**config.mk**
```make
export PLATFORM = sky130hd
export DESIGN_NAME = cchs_core_clock
export DESIGN_NICKNAME = d
export VERILOG_FILES = /design/src/include/cchs_pkg.sv /design/src/logic/cchs_core_clock.sv
export SDC_FILE = /design/constraint.sdc
export NUM_CORES = 1
export LEC_CHECK = 0
export BUFFER_PORTS_ARGS = -buffer_cell sky130_fd_sc_hd__buf_2
export CORE_MARGIN = 3
export CORE_UTILIZATION = 35
export CTS_BUF_LIST = sky130_fd_sc_hd__clkbuf_8
export DETAILED_ROUTE_END_ITERATION = 6
export HOLD_SLACK_MARGIN = 0.02
export PLACE_DENSITY = 0.71
export SYNTH_ARGS = -nofsm -noshare
export SYNTH_HDL_FRONTEND = slang
export SYNTH_SLANG_ARGS = --single-unit
```
**constraint.sdc**
```tcl
create_clock -name clk -period 2.75 [get_ports clk]
set_input_delay 0 -clock clk [delete_from_list [all_inputs] [get_ports clk]]
set_output_delay 0 -clock clk [all_outputs]
set_load 0.03 [all_outputs]
```
**src/include/cchs_pkg.sv**
```systemverilog
// Package for the core clock halving select block: register map and cycle constants.
package cchs_pkg;

  // ************************************************************
  // Register map
  // ************************************************************
  localparam logic [7:0] CORE_CLOCK_CONTROL_ADDR = 8'h8f;  // Clock control register.
  localparam int         SPEED_BIT               = 0;      // Position of the speed-select bit.
  localparam logic       SPEED_RESET             = 1'b0;   // Standard mode after reset.
  localparam logic [6:0] RESERVED_READ           = 7'h00;  // Reserved bits read as zero.

  // ************************************************************
  // Machine cycle lengths in crystal periods
  // ************************************************************
  localparam logic [3:0] STANDARD_PERIODS = 4'hc;  // Periods per machine cycle, standard mode.
  localparam logic [3:0] DOUBLE_PERIODS   = 4'h6;  // Periods per machine cycle, double speed.
  localparam logic [3:0] PHASE_LAST  = 4'h5;  // Last phase index of a six-tick cycle.

  // Mode of the switched clock.
  typedef enum logic {
    CCHS_STANDARD,
    CCHS_DOUBLE
  } cchs_mode_e;

  // Register bus request carrier.
  typedef struct packed {
    logic [7:0] addr;
    logic [7:0] wdata;
    logic       wr;
    logic       rd;
  } cchs_req_s;

endpackage

```
**src/logic/cchs_core_clock.sv**
```systemverilog
// Crystal clock halving and double-speed selection feeding the core phase generator.
//
// The strobed register port is this design's own decision.
`timescale 1ns/1ps

module cchs_core_clock (
  input  wire logic              clk,          // Crystal input clock, crystal_input.
  input  wire logic              rst,          // Device reset, synchronous, active high.
  input  wire logic              ce,           // Clock enable; low freezes all state.
  input  wire cchs_pkg::cchs_req_s req,        // Register bus request.
  input  wire logic              idle,         // Core is in idle mode.
  output logic [7:0]             rdata,        // Read data, one cycle after the read strobe.
  output logic                   core_tick,    // Tick to core and peripherals; crystal rate in double speed, half that in standard mode.
  output logic                   cycle_end,    // Pulse on the last tick of a machine cycle.
  output logic                   double_speed  // Mode in force, 1 for double speed.
);

  // ************************************************************
  // Register file
  // ************************************************************
  logic                 sel_q, sel_d;      // Software speed-select bit (requested mode).
  logic [7:0]           rdata_q, rdata_d;  // Read data register.
  cchs_pkg::cchs_mode_e mode_q, mode_d;    // Mode in force, read back by software.

  // Address match of the clock control register; the write and read paths share it.
  function automatic logic hits_control(input logic [7:0] addr);
    hits_control = (addr == cchs_pkg::CORE_CLOCK_CONTROL_ADDR);
  endfunction

  // Software writes the request; reads show the mode actually in force.
  always_comb begin
    sel_d   = sel_q;
    rdata_d = 8'h00;
    if (req.wr && hits_control(req.addr)) begin
      sel_d = req.wdata[cchs_pkg::SPEED_BIT];
    end
    if (req.rd && hits_control(req.addr)) begin
      rdata_d = {cchs_pkg::RESERVED_READ, mode_q == cchs_pkg::CCHS_DOUBLE};
    end
  end

  // ************************************************************
  // Halving stage and glitch-free switch
  // ************************************************************
  logic                 half_q, half_d;    // Crystal divided by two.
  logic                 ds_q, ds_d;        // Registered copy of the mode for the output pin.
  logic                 tick_q, tick_d;
  logic [3:0]           phase_q, phase_d;  // Phase counter of the generator.
  logic                 end_q, end_d;

  // The request is sampled only where the halved clock rises, i.e. when half goes 0->1;
  // at that boundary both sources have just completed a low phase, so no short pulse.
  always_comb begin
    half_d  = ~half_q;
    mode_d  = mode_q;
    if (!half_q) begin
      mode_d = sel_q ? cchs_pkg::CCHS_DOUBLE : cchs_pkg::CCHS_STANDARD;
    end
    // Standard mode ticks once per halved period; double speed every crystal period.
    ds_d    = (mode_d == cchs_pkg::CCHS_DOUBLE);
    tick_d  = (mode_d == cchs_pkg::CCHS_DOUBLE) ? 1'b1 : half_d;
    phase_d = phase_q;
    end_d   = 1'b0;
    if (tick_d) begin
      if (phase_q == cchs_pkg::PHASE_LAST) begin
        phase_d = 4'h0;
        end_d   = 1'b1;
      end else begin
        phase_d = phase_q + 4'h1;
      end
    end
  end

  // Register file state; a frozen enable holds the pending request and the read data.
  always_ff @(posedge clk) begin
    if (rst) begin
      sel_q   <= cchs_pkg::SPEED_RESET;
      rdata_q <= 8'h00;
    end else if (ce) begin
      sel_q   <= sel_d;
      rdata_q <= rdata_d;
    end
  end

  // Clock path state; idle does not stop it, so the mode may change in idle too.
  always_ff @(posedge clk) begin
    if (rst) begin
      half_q  <= 1'b0;
      mode_q  <= cchs_pkg::CCHS_STANDARD;
      ds_q    <= 1'b0;
      tick_q  <= 1'b0;
      phase_q <= 4'h0;
      end_q   <= 1'b0;
    end else if (ce) begin
      half_q  <= half_d;
      mode_q  <= mode_d;
      ds_q    <= ds_d;
      tick_q  <= tick_d;
      phase_q <= phase_d;
      end_q   <= end_d;
    end
  end

  // Every output leaves straight from a flip-flop, so downstream timing sees no decode.
  assign rdata        = rdata_q;
  assign core_tick    = tick_q;
  assign cycle_end    = end_q;
  assign double_speed = ds_q;

  // ************************************************************
  // Assertions
  // ************************************************************
  logic [4:0] gap_q;  // Crystal cycles since the last machine-cycle end.
  always_ff @(posedge clk) begin
    if (rst || (ce && end_q)) begin
      gap_q <= 5'h0;
    end else if (ce && gap_q != 5'h1f) begin
      gap_q <= gap_q + 5'h1;
    end
  end

  // ************************************************************
  // Notes for integration
  // ************************************************************
  // The block never makes a real clock: core_tick is an enable on the crystal clock,
  // so every downstream flop stays in one domain and no gated clock can glitch.
  // A mode request written just after a halved edge waits up to two more crystal periods.
  // The idle input is only observed here; idle never slows or stops the clock path.
  // Reserved bits read back as zero, a stronger promise than software may rely on.
  // The enable freezes the halver too, so a frozen block resumes in the same phase.

  // Enabled cycles since the mode in force last changed, saturating; it lets the
  // standard-mode cycle-length check skip the machine cycles that end before it saturates after a switch.
  logic [4:0] steady_q;
  always_ff @(posedge clk) begin
    if (rst || (ce && mode_d != mode_q)) begin
      steady_q <= 5'h0;
    end else if (ce && steady_q != 5'h1f) begin
      steady_q <= steady_q + 5'h1;
    end
  end

  // The mode in force only moves where the halved clock rises.
  a_mode_on_edge: assert property (@(posedge clk) disable iff (rst)
    $changed(mode_q) |-> $past(half_q) == 1'b0) else $error("Mode changed off the halved edge.");

  // Standard mode never ticks in two enabled cycles in a row.
  a_standard_tick_rate: assert property (@(posedge clk) disable iff (rst)
    (ce && tick_q && !double_speed) ##1 ce |-> !tick_q) else $error("Standard mode ticked twice.");

  // Double speed ticks on every enabled crystal period.
  a_double_tick_rate: assert property (@(posedge clk) disable iff (rst)
    double_speed && $past(double_speed) && $past(ce) |-> tick_q) else $error("Double speed missed a tick.");

  // A whole double-speed machine cycle lasts six crystal periods.
  a_double_cycle_len: assert property (@(posedge clk) disable iff (rst || !ce)
    end_q && double_speed && $past(double_speed, 6) && gap_q > 5'h0
    |-> gap_q == 5'(cchs_pkg::DOUBLE_PERIODS - 4'h1))
    else $error("Double-speed cycle not six periods.");

  // A whole standard machine cycle lasts twelve crystal periods.
  a_standard_cycle_len: assert property (@(posedge clk) disable iff (rst || !ce)
    end_q && !double_speed && steady_q == 5'h1f
    |-> gap_q == 5'(cchs_pkg::STANDARD_PERIODS - 4'h1))
    else $error("Standard cycle not twelve periods.");

  // Reset leaves the block in standard mode with the request cleared.
  a_reset_standard: assert property (@(posedge clk)
    $past(rst) |-> !double_speed && sel_q == 1'b0) else $error("Reset left double speed.");

  // Reserved bits of a read are always zero.
  a_read_resv: assert property (@(posedge clk) disable iff (rst)
    $past(req.rd) |-> rdata[7:1] == cchs_pkg::RESERVED_READ) else $error("Reserved bits nonzero.");

  // An unmapped read returns an all-zero byte.
  a_unmapped_zero: assert property (@(posedge clk) disable iff (rst)
    $past(req.rd) && $past(ce) && !$past(rst) && $past(req.addr) != cchs_pkg::CORE_CLOCK_CONTROL_ADDR
    |-> rdata == 8'h00) else $error("Unmapped read not zero.");

  // A taken write lands in the request bit.
  a_write_take: assert property (@(posedge clk) disable iff (rst)
    ce && req.wr && req.addr == cchs_pkg::CORE_CLOCK_CONTROL_ADDR
    |=> sel_q == $past(req.wdata[cchs_pkg::SPEED_BIT]))
    else $error("Speed bit write lost.");

  // A taken read shows the mode that stood when the strobe was taken.
  a_read_mode: assert property (@(posedge clk) disable iff (rst)
    $past(req.rd) && $past(ce) && !$past(rst) && $past(req.addr) == cchs_pkg::CORE_CLOCK_CONTROL_ADDR
    |-> rdata[cchs_pkg::SPEED_BIT] == $past(double_speed)) else $error("Read lost the mode in force.");

  // Entering double speed happens only after a low phase of the halved tick.
  a_switch_low: assert property (@(posedge clk) disable iff (rst)
    $changed(mode_q) |-> $past(tick_q) == 1'b0 || $past(double_speed)) else $error("Switch cut a pulse.");

  // The halving stage toggles on every enabled crystal period.
  a_halver_toggles: assert property (@(posedge clk) disable iff (rst)
    ce |=> half_q != $past(half_q)) else $error("Halving stage stalled.");

  // A machine cycle ends only on a tick.
  a_end_on_tick: assert property (@(posedge clk) disable iff (rst)
    end_q |-> tick_q) else $error("Cycle end without a tick.");

  // The phase counter stays inside one machine cycle.
  a_phase_range: assert property (@(posedge clk) disable iff (rst)
    phase_q <= cchs_pkg::PHASE_LAST) else $error("Phase counter out of range.");

  // A low enable freezes the clock path and the request.
  a_freeze_hold: assert property (@(posedge clk) disable iff (rst)
    !ce |=> $stable(half_q) && $stable(phase_q) && $stable(sel_q)) else $error("Frozen state moved.");

  // Main scenarios: both switches, full cycles in both modes, a switch in idle.
  c_to_double: cover property (@(posedge clk) $rose(double_speed));
  c_to_standard: cover property (@(posedge clk) $fell(double_speed));
  c_double_cycle: cover property (@(posedge clk) end_q && double_speed);
  c_standard_cycle: cover property (@(posedge clk) end_q && !double_speed && steady_q == 5'h1f);
  c_idle_switch: cover property (@(posedge clk) idle && $changed(double_speed));

endmodule

```
==> results.toml, run 1 <==
[sta]
period_share = 0.453
hold_violations = 0
fin_worst_skew_ps = 2.96
setup_viol = 0
rsz0062_at_grt = "false"
fin_tns_setup_ps = 0
whs_ps = 33.1
finalMaxSlewViolations = 0
clock.fmax_mhz = 803
fin_crit_ps = 1250

[logic_synthesis]
synth_ff_type = "dfxtp_1"
yosys_warnings = 0
avgSynthCellArea_um2 = 8.82
netlist_instances = 59
ys_ff_latch = 10
synth.distinct_cells = 27
postSynth.asyncResetShare = 0
synthesis.area_um2 = 520
synth_edf_count = 0
yosysSeqAreaShare = 0.385

[route]
drt_iter0_markers = 5
vias_per_cell = 4.78
wl_per_cell_um = 10.7
route.detailed.drc = 0
wl_um = 970
dr.pass1.iters = 4
drtAntennaViolNets = 0
num_vias = 435

[cts]
clk_latency_ps = 230
hold_buffers = 0
numCtsBuffers = 3
cts_tree = "done"
htree_levels = 1
cts_buffer_depth = 2
postCtsSetupRepairBufs = 0
post_cts_resized = 0
clkTransAtPathRegs_ps = 50
cts.sinks = 10
cts_root_buf = "clkbuf_8"

[placed_design]
place_inst = 87
place_hpwl_um = 759
portBuffers = 17
gp_congestion = 0.602
placed_area_um2 = 573

[global_route]
antenna_found_initial = 0
grt_pass1_wl_um = 1560
overflow = 0
track_usage = 0.111
first_global_vias = 377
grt_max_degree = 12

[floorplan]
dieArea_mm2 = 0.00199
fp.dieW_um = 44.6
start_util = 0.386
coreArea_mm2 = 0.00135
fp.dieH_um = 44.6
rows = 13
io_pins = 33

[power]
powerDensity_mw_per_mm2 = 604
power_leakage_nw = 0.276
ir_worst_vdd_mv = 0.291

[min_path]
hold_class = "in -> reg"

[setup_path]
crit_arrival_ps = 1400
worst-path-stages = 3
r2r_end = "phase_q[3]$_SDFFE_PP0P_"
reg2regPathDepth = 3
crit_required_ps = 2900
path_buf_inv = 0
crit_path_top_delay_cell = "or4_1"
critPathKind = "reg -> reg"
critPathLaunchType = "flop"
cp_cell_sequence = "nor2b_4, or4_1, a21oi_1"
cp-end-kind = "flop"
cp-startpoint = "half_q$_SDFFE_PP0P_"
cp_max_fo = 10
crit_family = "simple AND/OR/NAND/NOR gates"
r2r_start = "half_q$_SDFFE_PP0P_"
cp-endpoint = "phase_q[3]$_SDFFE_PP0P_"
rrSetupSlack_ps = 1500
slowest_delay_ps = 500

[cells_and_area]
ff_latch_area_um2 = 200
stdcell_count = 91
fin_area_um2 = 628
drive_gt1_frac = 0.303
final_cell_mix = "17 x buf_2, 10 x dfxtp_1, 7 x a21oi_1, 7 x conb_1"
fin_nets = 99
multi_input_area_um2 = 265
final_common_cell = "buf_2"
n_antenna_cell = 0
nFillCells = 141
syn2layout_area_growth_pct = 20.7

[run]
drv_cap = 0

[run_status]
status = "finished clean"
==> synthesized netlist by cell type (2+ instances only) <==
| cell type | instances | area (um2) |
|---|---|---|
| dfxtp_1 | 10 | 200 |
| a21oi_1 | 7 | 35.0 |
| buf_4 | 7 | 52.6 |
| nand2_1 | 4 | 15.0 |
| o21ai_0 | 3 | 15.0 |
| buf_2 | 2 | 10.0 |
| nand2b_1 | 2 | 12.5 |
| nor2_1 | 2 | 7.51 |
| o31ai_1 | 2 | 15.0 |
| or4_1 | 2 | 15.0 |
| or4b_1 | 2 | 20.0 |
==> final cells by class <==
class,count,share of cell area
Timing Repair Buffer,17,0.135
Inverter,1,0.00598
Tap cell,15,0.0299
Clock buffer,4,0.0876
Sequential cell,10,0.319
Multi-Input combinational cell,44,0.422
==> cells by family (layout without fill, tap and decap cells) <==
logic type,Yosys count,in the layout,synth area share
flops,10,10,0.385
mux,1,1,0.0192
other cells,1,7,0.00720
simple gates,22,22,0.284
compound gates,13,13,0.139
xor+xnor,1,1,0.0168
buf+inv,11,22,0.149
==> where the power goes <==
part | total [W] | leakage (nW) | switching [W] | internal, W
clock | 0.000178 | 0.0288 | 0.0000527 | 0.000125
sequential | 0.000155 | 0.0814 | 0.00000420 | 0.000151
combinational | 0.0000466 | 0.166 | 0.0000300 | 0.0000166
total | 0.000380 | 0.276 | 0.0000869 | 0.000293
==> worst min-delay path, cell delays in order <==
cell,delay (ps)
buf_2,90
nand2b_1,50
mux2i_1,60
==> worst min path at each step <==
stage / from / endpoint / cells past startpoint
after global placement: req[2] / sel_q$_SDFFE_PP0P_ / 3
after floorplan: req[2] / sel_q$_SDFFE_PP0P_ / 2
after CTS: req[2] / sel_q$_SDFFE_PP0P_ / 3
after global routing: req[2] / sel_q$_SDFFE_PP0P_ / 3
final: req[2] / sel_q$_SDFFE_PP0P_ / 3
after detailed placement: req[2] / sel_q$_SDFFE_PP0P_ / 3
==> state kept, by name, summed over array words and instances, names as in the netlist <==
| name | count |
|---|---|
| double_speed | 1 |
| cycle_end | 1 |
| sel_q | 1 |
| phase_q | 4 |
| half_q | 1 |
| core_tick | 1 |
| rdata | 1 |
==> per-layer routing <==
metal,wire [um],track usage
met5,0,0
met4,10,0.0723
met3,68,0.0366
met2,460,0.186
met1,431,0.117
==> stage by stage <==
stage / worst slack [ps] / util / total power, W
floorplan: 1330 / - / 0.000202
global placement: 1570 / 0.424 / 0.000203
detailed placement: 1500 / 0.424 / 0.000204
CTS: 1490 / 0.465 / 0.000385
global route: 1410 / 0.465 / 0.000398
finish: 1500 / 0.465 / 0.000380
(Power assumes the default switching activity.)
==> run 2: changes to the inputs <==
PLACE_DENSITY = 0.74   (was 0.71)
clock period = 1 ns   (was 2.75 ns; I/O delays follow)
==> run 2 against run 1 <==
  * Critical path type unchanged
  * Sequential power grew to 2.7 times the previous value
  * Global-route usage is 1.0 points higher
  * Sequential share of layout area is 3.3 points lower
  * Worst setup slack got worse by 1800 ps
  * Largest cell class unchanged
  * Clock skew is 1.7 ps higher
  * The flow now finishes with violations (negative setup slack)
==> results.toml, run 2 (synthesized netlist as in run 1, its figures left out) <==
[placed_design]
gp_congestion = 0.723
portBuffers = 17
place_inst = 96
place_hpwl_um = 872

[global_route]
first_global_vias = 421
grt_pass1_wl_um = 1690
overflow = 0
antenna_found_initial = 0
track_usage = 0.121
grt_max_degree = 12

[cts]
cts.sinks = 10
numCtsBuffers = 3
cts_root_buf = "clkbuf_8"
clkTransAtPathRegs_ps = 50
clk_latency_ps = 240
cts_buffer_depth = 2
hold_buffers = 0
cts_tree = "done"
htree_levels = 1

[cells_and_area]
drive_gt1_frac = 0.500
final_common_cell = "buf_2"
ff_latch_area_um2 = 209
syn2layout_area_growth_pct = 40.4
regMostFlops = "phase_q"
largest_reg_flops = 4
multi_input_area_um2 = 292
fin_nets = 109
nFillCells = 115
n_antenna_cell = 0
final_cell_mix = "17 x buf_2, 9 x buf_4, 7 x conb_1, 5 x a21oi_1, 5 x dfxtp_1"
stdcell_count = 101

[floorplan]
coreArea_mm2 = 0.00135
start_util = 0.386
io_pins = 33
rows = 13
fp.dieW_um = 44.6
dieArea_mm2 = 0.00199
fp.dieH_um = 44.6

[min_path]
hold_class = "in -> reg"

[route]
wl_um = 1180
wl_per_cell_um = 11.7
num_vias = 497
route.detailed.drc = 0
vias_per_cell = 4.92
drt_iter0_markers = 10
drtAntennaViolNets = 0
dr.pass1.iters = 4

[sta]
hold_violations = 0
fin_worst_skew_ps = 4.68
fin_crit_ps = 1260
period_share = 1.26
setup_viol = 5
fin_ws_ps = -260
finalMaxSlewViolations = 0
rsz0062_at_grt = "true"
whs_ps = 24.9
clock.fmax_mhz = 793

[setup_path]
cp-end-kind = "flop"
critPathLaunchType = "flop"
critPathKind = "reg -> reg"
crit_required_ps = 1170
crit_arrival_ps = 1430
cp_max_fo = 3

[power]
ir_worst_vdd_mv = 0.880
power_leakage_nw = 0.332
powerDensity_mw_per_mm2 = 1500

[run]
drv_cap = 0

[run_status]
violations = "negative setup slack"
status = "complete, but fails checks"
[run 2: what timing repair did]
item,in CTS,in global routing
gates cloned,0,1
setup endpoints to repair,5,5
pin swaps,2,3
endpoints found under the hold margin,0,0
gates resized for setup,3,6
setup buffers,0,0
[run 2: worst paths after layout]
check | from | endpoint | slack [ps] | depth (start not counted)
setup / recovery | phase_q[2]$_SDFFE_PP0P_ | cycle_end$_SDFFE_PP0P_ | -260 | 3
hold reg to reg | rdata[0]$_SDFFE_PP0P_ | rdata[0]$_SDFFE_PP0P_ | 460 | 2
hold / removal | req[2] | sel_q$_SDFFE_PP0P_ | 20 | 3
setup reg to reg | phase_q[2]$_SDFFE_PP0P_ | cycle_end$_SDFFE_PP0P_ | -260 | 3
[run 2: metal layers]
layer  up-vias  GRT usage  wire length [um]
met5         -          0                 0
met4         0     0.0723                25
met3         2     0.0366                73
met2        21      0.209               619
met1       226      0.127               463
li1        248          -                 -
[run 2: final cells by class]
type,instances,area share
Multi-Input combinational cell,45,0.399
Clock buffer,4,0.0753
Timing Repair Buffer,26,0.209
Sequential cell,10,0.286
Tap cell,15,0.0257
Inverter,1,0.00514
[run 2: metrics by stage]
step,cell area (um2),setup TNS (ps),setup slack [ps],utilization,total power [W]
finish,731,-834,-260,0.541,0.00109
global route,731,-1070,-287,0.541,0.00114
CTS,704,-834,-244,0.522,0.00110
detailed placement,644,-797,-269,0.477,0.000584
global placement,644,-623,-219,0.477,0.000580
floorplan,547,-947,-230,-,0.000552
[run 2: power by group]
group	internal [W]	switching, W	total (W)
logic	0.0000720	0.0000947	0.000167
registers	0.000414	0.0000110	0.000425
clock network	0.000346	0.000157	0.000502
total	0.000832	0.000262	0.00109
[run 2: critical path, stage by stage, from the launching register on]
cell and delay [ps]:
dfxtp_2 330, or2b_1 250, or4_4 490, a21oi_2 130
